## src/core/uls_defines.vh

```
// constants for the uart line status block
// assumes a 32-bit apb slave with one aligned word per register
`ifndef ULS_DEFINES_VH
`define ULS_DEFINES_VH

// --------------------------------------------------------------
// register byte offsets
// --------------------------------------------------------------
`define ULS_OFF_LSTAT 8'h00
`define ULS_OFF_CTRL 8'h04
`define ULS_OFF_ISTAT 8'h08
`define ULS_OFF_IMASK 8'h0C

// --------------------------------------------------------------
// line status bit positions
// --------------------------------------------------------------
`define ULS_B_DR 0
`define ULS_B_OE 1
`define ULS_B_PE 2
`define ULS_B_FE 3
`define ULS_B_BI 4
`define ULS_B_THRE 5
`define ULS_B_TEMT 6
`define ULS_B_FERR 7

// --------------------------------------------------------------
// control bit positions
// --------------------------------------------------------------
`define ULS_C_FIFO 0
`define ULS_C_THRIE 1

// --------------------------------------------------------------
// reset values and defaults
// --------------------------------------------------------------
`define ULS_LSTAT_RST 8'h60
`define ULS_CTRL_RST 2'h0
`define ULS_INT_RST 8'h00
`define ULS_BRK_CYCLES 3472
`define ULS_BRK_W 16

`endif

```

## src/core/uls_line_status.v

```verilog
// uart line status register with break detector and apb access
// assumes datapath strobes on pclk; rx_pin is asynchronous
//
// The APB interface to the registers and the placing of the registers were chosen for this implementation.
`timescale 1ns/100ps
`include "uls_defines.vh"

module uls_line_status #(
  parameter BRK_CYCLES = `ULS_BRK_CYCLES
) (
  input wire pclk,
  input wire presetn,
  input wire ce,
  input wire psel,
  input wire penable,
  input wire pwrite,
  input wire [7:0] paddr,
  input wire [31:0] pwdata,
  output wire pready,
  output wire pslverr,
  output reg [31:0] prdata,
  input wire tx_load,
  input wire tx_move,
  input wire tx_shift_busy,
  input wire tx_fifo_empty,
  input wire rx_pin,
  input wire rx_done,
  input wire rx_frame_err,
  input wire rx_parity_err,
  input wire rx_fifo_full,
  input wire rx_avail,
  input wire rx_head_frame_err,
  input wire rx_head_parity_err,
  input wire rx_head_break,
  input wire rx_fifo_err_any,
  output reg rx_drop,
  output reg brk_push,
  output reg [7:0] line_status_reg,
  output wire tx_irq,
  output wire irq
);

  // ------------------------------------------------------------
  // apb decode
  // ------------------------------------------------------------
  wire setup = psel & ~penable;
  wire acc = psel & penable & ce;
  wire hit_lstat = (paddr == `ULS_OFF_LSTAT);
  wire hit_ctrl = (paddr == `ULS_OFF_CTRL);
  wire hit_ist = (paddr == `ULS_OFF_ISTAT);
  wire hit_imk = (paddr == `ULS_OFF_IMASK);
  wire mapped = hit_lstat | hit_ctrl | hit_ist | hit_imk;
  wire rd_lstat = acc & ~pwrite & hit_lstat;
  wire rd_ist = acc & ~pwrite & hit_ist;
  wire wr_ctrl = acc & pwrite & hit_ctrl;
  wire wr_imk = acc & pwrite & hit_imk;

  // ------------------------------------------------------------
  // apb response, no wait states while enabled
  // ------------------------------------------------------------
  assign pready = ce;
  assign pslverr = psel & penable & ~mapped;

  reg [1:0] ctrl_r;
  reg [7:0] istat_r;
  wire [7:0] istat_nxt;
  reg [7:0] imask_r;
  wire fifo_mode = ctrl_r[`ULS_C_FIFO];

  // ------------------------------------------------------------
  // receive line synchroniser and break detector
  // ------------------------------------------------------------
  reg rx_s1_r;
  reg rx_s2_r;
  reg [`ULS_BRK_W-1:0] brk_cnt_r;
  reg brk_seen_r;
  reg brk_evt;

  always @* begin
    brk_evt = ~rx_s2_r & ~brk_seen_r & (brk_cnt_r == BRK_CYCLES[`ULS_BRK_W-1:0] - 1'b1);
  end

  always @(posedge pclk or negedge presetn) begin
    if (!presetn) begin
      rx_s1_r <= 1'b1;
      rx_s2_r <= 1'b1;
      brk_cnt_r <= {`ULS_BRK_W{1'b0}};
      brk_seen_r <= 1'b0;
      brk_push <= 1'b0;
    end else if (ce) begin
      rx_s1_r <= rx_pin;
      rx_s2_r <= rx_s1_r;
      if (rx_s2_r) begin
        brk_cnt_r <= {`ULS_BRK_W{1'b0}};
        brk_seen_r <= 1'b0;
      end else if (!brk_seen_r) begin
        brk_cnt_r <= brk_cnt_r + 1'b1;
        if (brk_evt)
          brk_seen_r <= 1'b1;
      end
      brk_push <= brk_evt & fifo_mode;
    end
  end

  // ------------------------------------------------------------
  // line status bits
  // ------------------------------------------------------------
  reg oe_r;
  reg pe_r;
  reg fe_r;
  reg bi_r;
  reg thre_r;
  reg ferr_r;
  reg thre_nxt;
  wire ovr_evt = rx_done & rx_fifo_full;

  always @* begin
    thre_nxt = thre_r;
    if (tx_load)
      thre_nxt = 1'b0;
    else if (fifo_mode & tx_fifo_empty)
      thre_nxt = 1'b1;
    else if (!fifo_mode & tx_move)
      thre_nxt = 1'b1;
  end

  // ------------------------------------------------------------
  // overrun flag; set wins, a read clears only what it reported
  // ------------------------------------------------------------
  always @(posedge pclk or negedge presetn) begin
    if (!presetn) begin
      oe_r <= 1'b0;
      rx_drop <= 1'b0;
    end else if (ce) begin
      rx_drop <= ovr_evt;
      if (ovr_evt)
        oe_r <= 1'b1;
      else if (rd_lstat & prdata[`ULS_B_OE])
        oe_r <= 1'b0;
    end
  end

  // ------------------------------------------------------------
  // parity flag of the last character
  // ------------------------------------------------------------
  always @(posedge pclk or negedge presetn) begin
    if (!presetn)
      pe_r <= 1'b0;
    else if (ce) begin
      if (rx_done & ~rx_fifo_full & rx_parity_err)
        pe_r <= 1'b1;
      else if ((rd_lstat & prdata[`ULS_B_PE]) | (rx_done & ~rx_fifo_full))
        pe_r <= 1'b0;
    end
  end

  // ------------------------------------------------------------
  // framing flag of the last character
  // ------------------------------------------------------------
  always @(posedge pclk or negedge presetn) begin
    if (!presetn)
      fe_r <= 1'b0;
    else if (ce) begin
      if (rx_done & ~rx_fifo_full & rx_frame_err)
        fe_r <= 1'b1;
      else if ((rd_lstat & prdata[`ULS_B_FE]) | (rx_done & ~rx_fifo_full))
        fe_r <= 1'b0;
    end
  end

  // ------------------------------------------------------------
  // break flag
  // ------------------------------------------------------------
  always @(posedge pclk or negedge presetn) begin
    if (!presetn)
      bi_r <= 1'b0;
    else if (ce) begin
      if (brk_evt)
        bi_r <= 1'b1;
      else if (rd_lstat & prdata[`ULS_B_BI])
        bi_r <= 1'b0;
    end
  end

  // ------------------------------------------------------------
  // collected fifo error flag
  // ------------------------------------------------------------
  always @(posedge pclk or negedge presetn) begin
    if (!presetn)
      ferr_r <= 1'b0;
    else if (ce) begin
      if (fifo_mode & rx_fifo_err_any)
        ferr_r <= 1'b1;
      else if ((rd_lstat & prdata[`ULS_B_FERR]) | ~fifo_mode)
        ferr_r <= 1'b0;
    end
  end

  // ------------------------------------------------------------
  // holding register empty flag
  // ------------------------------------------------------------
  always @(posedge pclk or negedge presetn) begin
    if (!presetn)
      thre_r <= 1'b1;
    else if (ce)
      thre_r <= thre_nxt;
  end

  // status word; no write path exists for it
  always @(posedge pclk or negedge presetn) begin
    if (!presetn)
      line_status_reg <= `ULS_LSTAT_RST;
    else if (ce) begin
      line_status_reg[`ULS_B_DR] <= rx_avail;
      line_status_reg[`ULS_B_OE] <= oe_r;
      line_status_reg[`ULS_B_PE] <= fifo_mode ? rx_head_parity_err : pe_r;
      line_status_reg[`ULS_B_FE] <= fifo_mode ? rx_head_frame_err : fe_r;
      line_status_reg[`ULS_B_BI] <= fifo_mode ? (rx_head_break | bi_r) : bi_r;
      line_status_reg[`ULS_B_THRE] <= thre_r;
      line_status_reg[`ULS_B_TEMT] <= (fifo_mode ? tx_fifo_empty : thre_r) & ~tx_shift_busy;
      line_status_reg[`ULS_B_FERR] <= ferr_r;
    end
  end

  // ------------------------------------------------------------
  // transmit interrupt request
  // ------------------------------------------------------------
  assign tx_irq = line_status_reg[`ULS_B_THRE] & ctrl_r[`ULS_C_THRIE];

  // ------------------------------------------------------------
  // control, interrupt status and mask
  // ------------------------------------------------------------
  wire [7:0] ev;
  assign ev[`ULS_B_DR] = rx_done & ~rx_fifo_full;
  assign ev[`ULS_B_OE] = ovr_evt;
  assign ev[`ULS_B_PE] = rx_done & rx_parity_err;
  assign ev[`ULS_B_FE] = rx_done & rx_frame_err;
  assign ev[`ULS_B_BI] = brk_evt;
  assign ev[`ULS_B_THRE] = thre_nxt & ~thre_r;
  assign ev[`ULS_B_TEMT] = 1'b0;
  assign ev[`ULS_B_FERR] = fifo_mode & rx_fifo_err_any & ~ferr_r;

  // events in the read cycle survive the clear
  genvar gi;
  generate
    for (gi = 0; gi < 8; gi = gi + 1) begin : g_ist
      assign istat_nxt[gi] = ev[gi] | (istat_r[gi] & ~rd_ist);
    end
  endgenerate

  always @(posedge pclk or negedge presetn) begin
    if (!presetn) begin
      ctrl_r <= `ULS_CTRL_RST;
      istat_r <= `ULS_INT_RST;
      imask_r <= `ULS_INT_RST;
    end else if (ce) begin
      if (wr_ctrl)
        ctrl_r <= pwdata[1:0];
      if (wr_imk)
        imask_r <= pwdata[7:0];
      istat_r <= istat_nxt;
    end
  end

  assign irq = |(istat_r & imask_r);

  // ------------------------------------------------------------
  // read data, latched in the setup cycle
  // ------------------------------------------------------------
  always @(posedge pclk or negedge presetn) begin
    if (!presetn)
      prdata <= 32'h00000000;
    else if (ce & setup & ~pwrite) begin
      if (hit_lstat)
        prdata <= {24'h000000, line_status_reg};
      else if (hit_ctrl)
        prdata <= {30'h00000000, ctrl_r};
      else if (hit_ist)
        prdata <= {24'h000000, istat_nxt};
      else if (hit_imk)
        prdata <= {24'h000000, imask_r};
      else
        prdata <= 32'h00000000;
    end
  end

endmodule // uls_line_status

```

## config.mk

```make
export PLATFORM = sky130hd
export DESIGN_NAME = uls_line_status
export DESIGN_NICKNAME = d
export VERILOG_FILES = /design/src/core/uls_line_status.v
export VERILOG_INCLUDE_DIRS = /design/src /design/src/core
export SDC_FILE = /design/constraint.sdc
export NUM_CORES = 1
export LEC_CHECK = 0
export ABC_AREA = 0
export BUFFER_PORTS_ARGS = -buffer_cell sky130_fd_sc_hd__buf_2
export CAP_MARGIN = 20
export CORE_MARGIN = 4
export CORE_UTILIZATION = 50
export CTS_BUF_LIST = sky130_fd_sc_hd__clkbuf_2 sky130_fd_sc_hd__clkbuf_4 sky130_fd_sc_hd__clkbuf_8
export DETAILED_ROUTE_END_ITERATION = 16
export MAX_ROUTING_LAYER = met4
export PLACE_DENSITY = 0.79
export REMOVE_ABC_BUFFERS = 1
export SKIP_CTS_REPAIR_TIMING = 1
export SLEW_MARGIN = 5
export SYNTH_ARGS = -nofsm -noshare
export SYNTH_HDL_FRONTEND = slang
export SYNTH_SLANG_ARGS = --single-unit
```

## constraint.sdc

```tcl
create_clock -name pclk -period 2.3 [get_ports pclk]
set_input_delay 0.345 -clock pclk [delete_from_list [all_inputs] [get_ports pclk]]
set_output_delay 0.345 -clock pclk [all_outputs]
set_load 0.02 [all_outputs]
```

==> out/summary.txt <==
status - finished clean
Pre-antenna DRT Iters - 5
min-delay worst type - in -> reg
setup repair after global routing missed its margin - false
ys async rst share - 100%
largest net degree at the start of global routing - 30
Total Wirelength - 8320 µm
Root Driver - clkbuf_8
Slew HR - 66.1%
Die Area - 0.00797 mm²
worst hold slack - 0.144 ns
fmax - 554 MHz
worst vdd ir - 0.000493 V
CTS Buf Count - 9
WP data required - 1.96 ns
number of port buffers - 57
Most Frequent Cell on Critical Path - buf_2
Vias - 2775
largest register by flop count - brk_cnt_r
Setup-failing EPs final - 0
max-cap viol count - 0
Worst-path clk slew - 0.07 ns
CP max stage delay - 0.33 ns
clock skew - 0.0111 ns
Post-synth EDFFs - 0
Synth warnings - 0
drt first-iter violations - 266
mean routed wirelength per cell - 17.9 µm
Initial Utilization - 51.7%
CTS tree - done
clock sink count - 61
Worst-Skew Late Latency - 0.35 ns
Setup Total Neg Slack - 0 ns
main flop type after synthesis - dfrtp_1
Tmin final - 1.81 ns
CP startpoint kind - input pin
Total Nets Final - 445
first-pass GRT wire length - 13200 µm
Seq/Total Area, Yosys - 46.4%
die width - 89.3 µm
Leak - 1.74 nW
drc violations - 0
Critical Path Start - paddr[1]
Tcrit/Tclk final - 78.5%
synth unique cells - 60
Slew Limit Fails - 0
synthesized flop and latch total - 61
crit path max fanout - 7
Setup crit end kind - primary output
max FFs per register - 16
Synth Area per Inst - 10.3 µm²
clock buffer depth - 2
GRT overflow - 0
synthesized area - 0.00330 mm²
Synth Instances - 321
row count - 29
CP top delay family - simple AND/OR/NAND/NOR gates
Hold Startpoint - tx_load
Die Y - 89.3 µm
PwrDens - 714 mW/mm²
H-tree levels - 3
All-Layer GR Usage - 22.5%
crit path DAT - 1.46 ns
Fin. Hold Viols - 0
core region area - 0.00639 mm²
Area Growth Syn to Fin - 17.2%
Via density - 5.95
Post-DRT Antenna Nets - 0
Critical path buffers and inverters - 2
CP cell instances - buf_2, nor4_4, nand2_1, and3_1, buf_2
CP max-delay cell - nor4_4
critical path class - in -> out
I/O pin total - 106
filler instances - 530
vias in the first global route - 2636
initial antenna violation count - 0
# diodes - 0
Placer Congestion - 0.847
Least-Margin Pin Slew - 0.508 ns
fraction of layout cells with a size suffix above 1 - 30.3%
Worst R2R Start - brk_cnt_r[6]
dpl hpwl - 5860 µm
==> stage by stage <==
| step | worst slack, ns | power (W) | util [%] | instances | area [µm²] |
|---|---|---|---|---|---|
| 2_1_floorplan | 0.374 | 0.00143 | - | 305 | 3140 |
| 3_3_place_gp | 0.386 | 0.00158 | 56.6 | 449 | 3610 |
| 3_5_place_dp | 0.309 | 0.00159 | 56.6 | 449 | 3610 |
| 4_1_cts | 0.505 | 0.00277 | 60.5 | 465 | 3860 |
| 5_1_grt | 0.383 | 0.00288 | 60.6 | 466 | 3870 |
| 6_report | 0.494 | 0.00276 | 60.6 | 466 | 3870 |
==> metal layers <==
metal / up-vias / part of all wire (%) / GRT usage [%]
li1: 1268 / - / -
met1: 1348 / 41 / 29.6
met2: 142 / 49 / 34.3
met3: 17 / 8.1 / 3.69
met4: 0 / 2.0 / 9.74
met5: - / 0 / -
==> path summary, 6_finish.rpt <==
path | to | slack [ns] | cells after the start
worst min-delay path | thre_r | 0.14 | 2
min in group asynchronous | line_status_reg[0] | 0.51 | 2
worst min register to register | prdata[6] | 0.50 | 2
worst max register to register | prdata[4] | 0.50 | 4
max in group asynchronous | line_status_reg[5] | 1.13 | 3
worst max-delay path | pslverr | 0.49 | 5
==> report_power, final <==
part	internal [W]	total [W]	switching (W)
logic	0.000139	0.000382	0.000243
clock network	0.000724	0.00118	0.000458
registers	0.00114	0.00120	0.0000576
total	0.00201	0.00276	0.000759
==> worst reg2reg max path, cell delays in order, from the launching register on <==
cell and delay, ns:
dfrtp_1 0.43, or4b_4 0.59, nor4_4 0.39, a22oi_2 0.10
o41ai_2 0.20
==> logic make-up (layout without fill, tap and decap cells) <==
family | after synthesis | count (layout) | synth area share, %
AOI/OAI and AO/OA | 76 | 76 | 16.2
and+or+nand+nor | 101 | 101 | 18.9
adders and majority gates | 1 | 1 | 0.379
muxes | 23 | 23 | 7.65
other | 1 | 24 | 0.114
DFF | 61 | 61 | 46.4
buffers and inverters | 53 | 98 | 8.98
xor gates and xnor gates | 5 | 5 | 1.33
==> cell usage after synthesis, types with 2 or more instances <==
library cell	instances	area share, %
nor4_1	5	0.95
o2bb2ai_1	2	0.53
buf_4	25	5.7
a221oi_1	5	1.3
nand2b_1	2	0.38
nor2b_1	8	1.5
a22o_1	4	1.1
nand3b_1	2	0.45
or3_1	7	1.3
nor4bb_1	2	0.61
nand4bb_1	2	0.68
mux2_2	18	6.1
buf_2	3	0.45
nor3b_1	2	0.45
a31oi_1	5	0.95
a21oi_1	22	3.3
o22ai_1	4	0.76
dfstp_2	5	4.0
nor3_1	4	0.61
and2_1	5	0.95
and3_1	4	0.76
a22oi_1	6	1.4
nor2_1	16	1.8
clkbuf_1	10	1.1
a211o_1	4	1.1
dfrtp_1	56	42
mux2i_1	5	1.5
inv_1	14	1.6
nand4_1	9	1.7
nand3_1	8	1.2
nand2_1	14	1.6
o21ai_0	8	1.2
xnor2_1	4	1.1
a32o_1	4	1.2
nor4_4	2	1.3
==> cells in the final DEF, fill, tap and decap left out, drive strengths merged, types with 7 or more instances in the layout <==
master  synthesis  routed
nand2          14      14
inv            14      14
nor2           17      17
dfrtp          56      56
a22oi           7       7
nor2b           8       8
nand3           9       9
a21oi          22      22
o21ai           8       8
mux2           18      18
or3             7       7
clkbuf         10       9
conb            1      24
nand4           9       9
nor4            7       7
buf            29      67
==> area by class of cell <==
class                           instances  area, µm²  area share [%]
Multi-Input combinational cell        230       1560            40.3
Sequential cell                        61       1530            39.6
Timing Repair Buffer                   68        383            9.89
Clock buffer                            9        124            3.20
Clock inverter                          7        124            3.20
Tap cell                               77       96.3            2.49
Inverter                               14       52.6            1.36
Power figures use the tool's default switching activity.
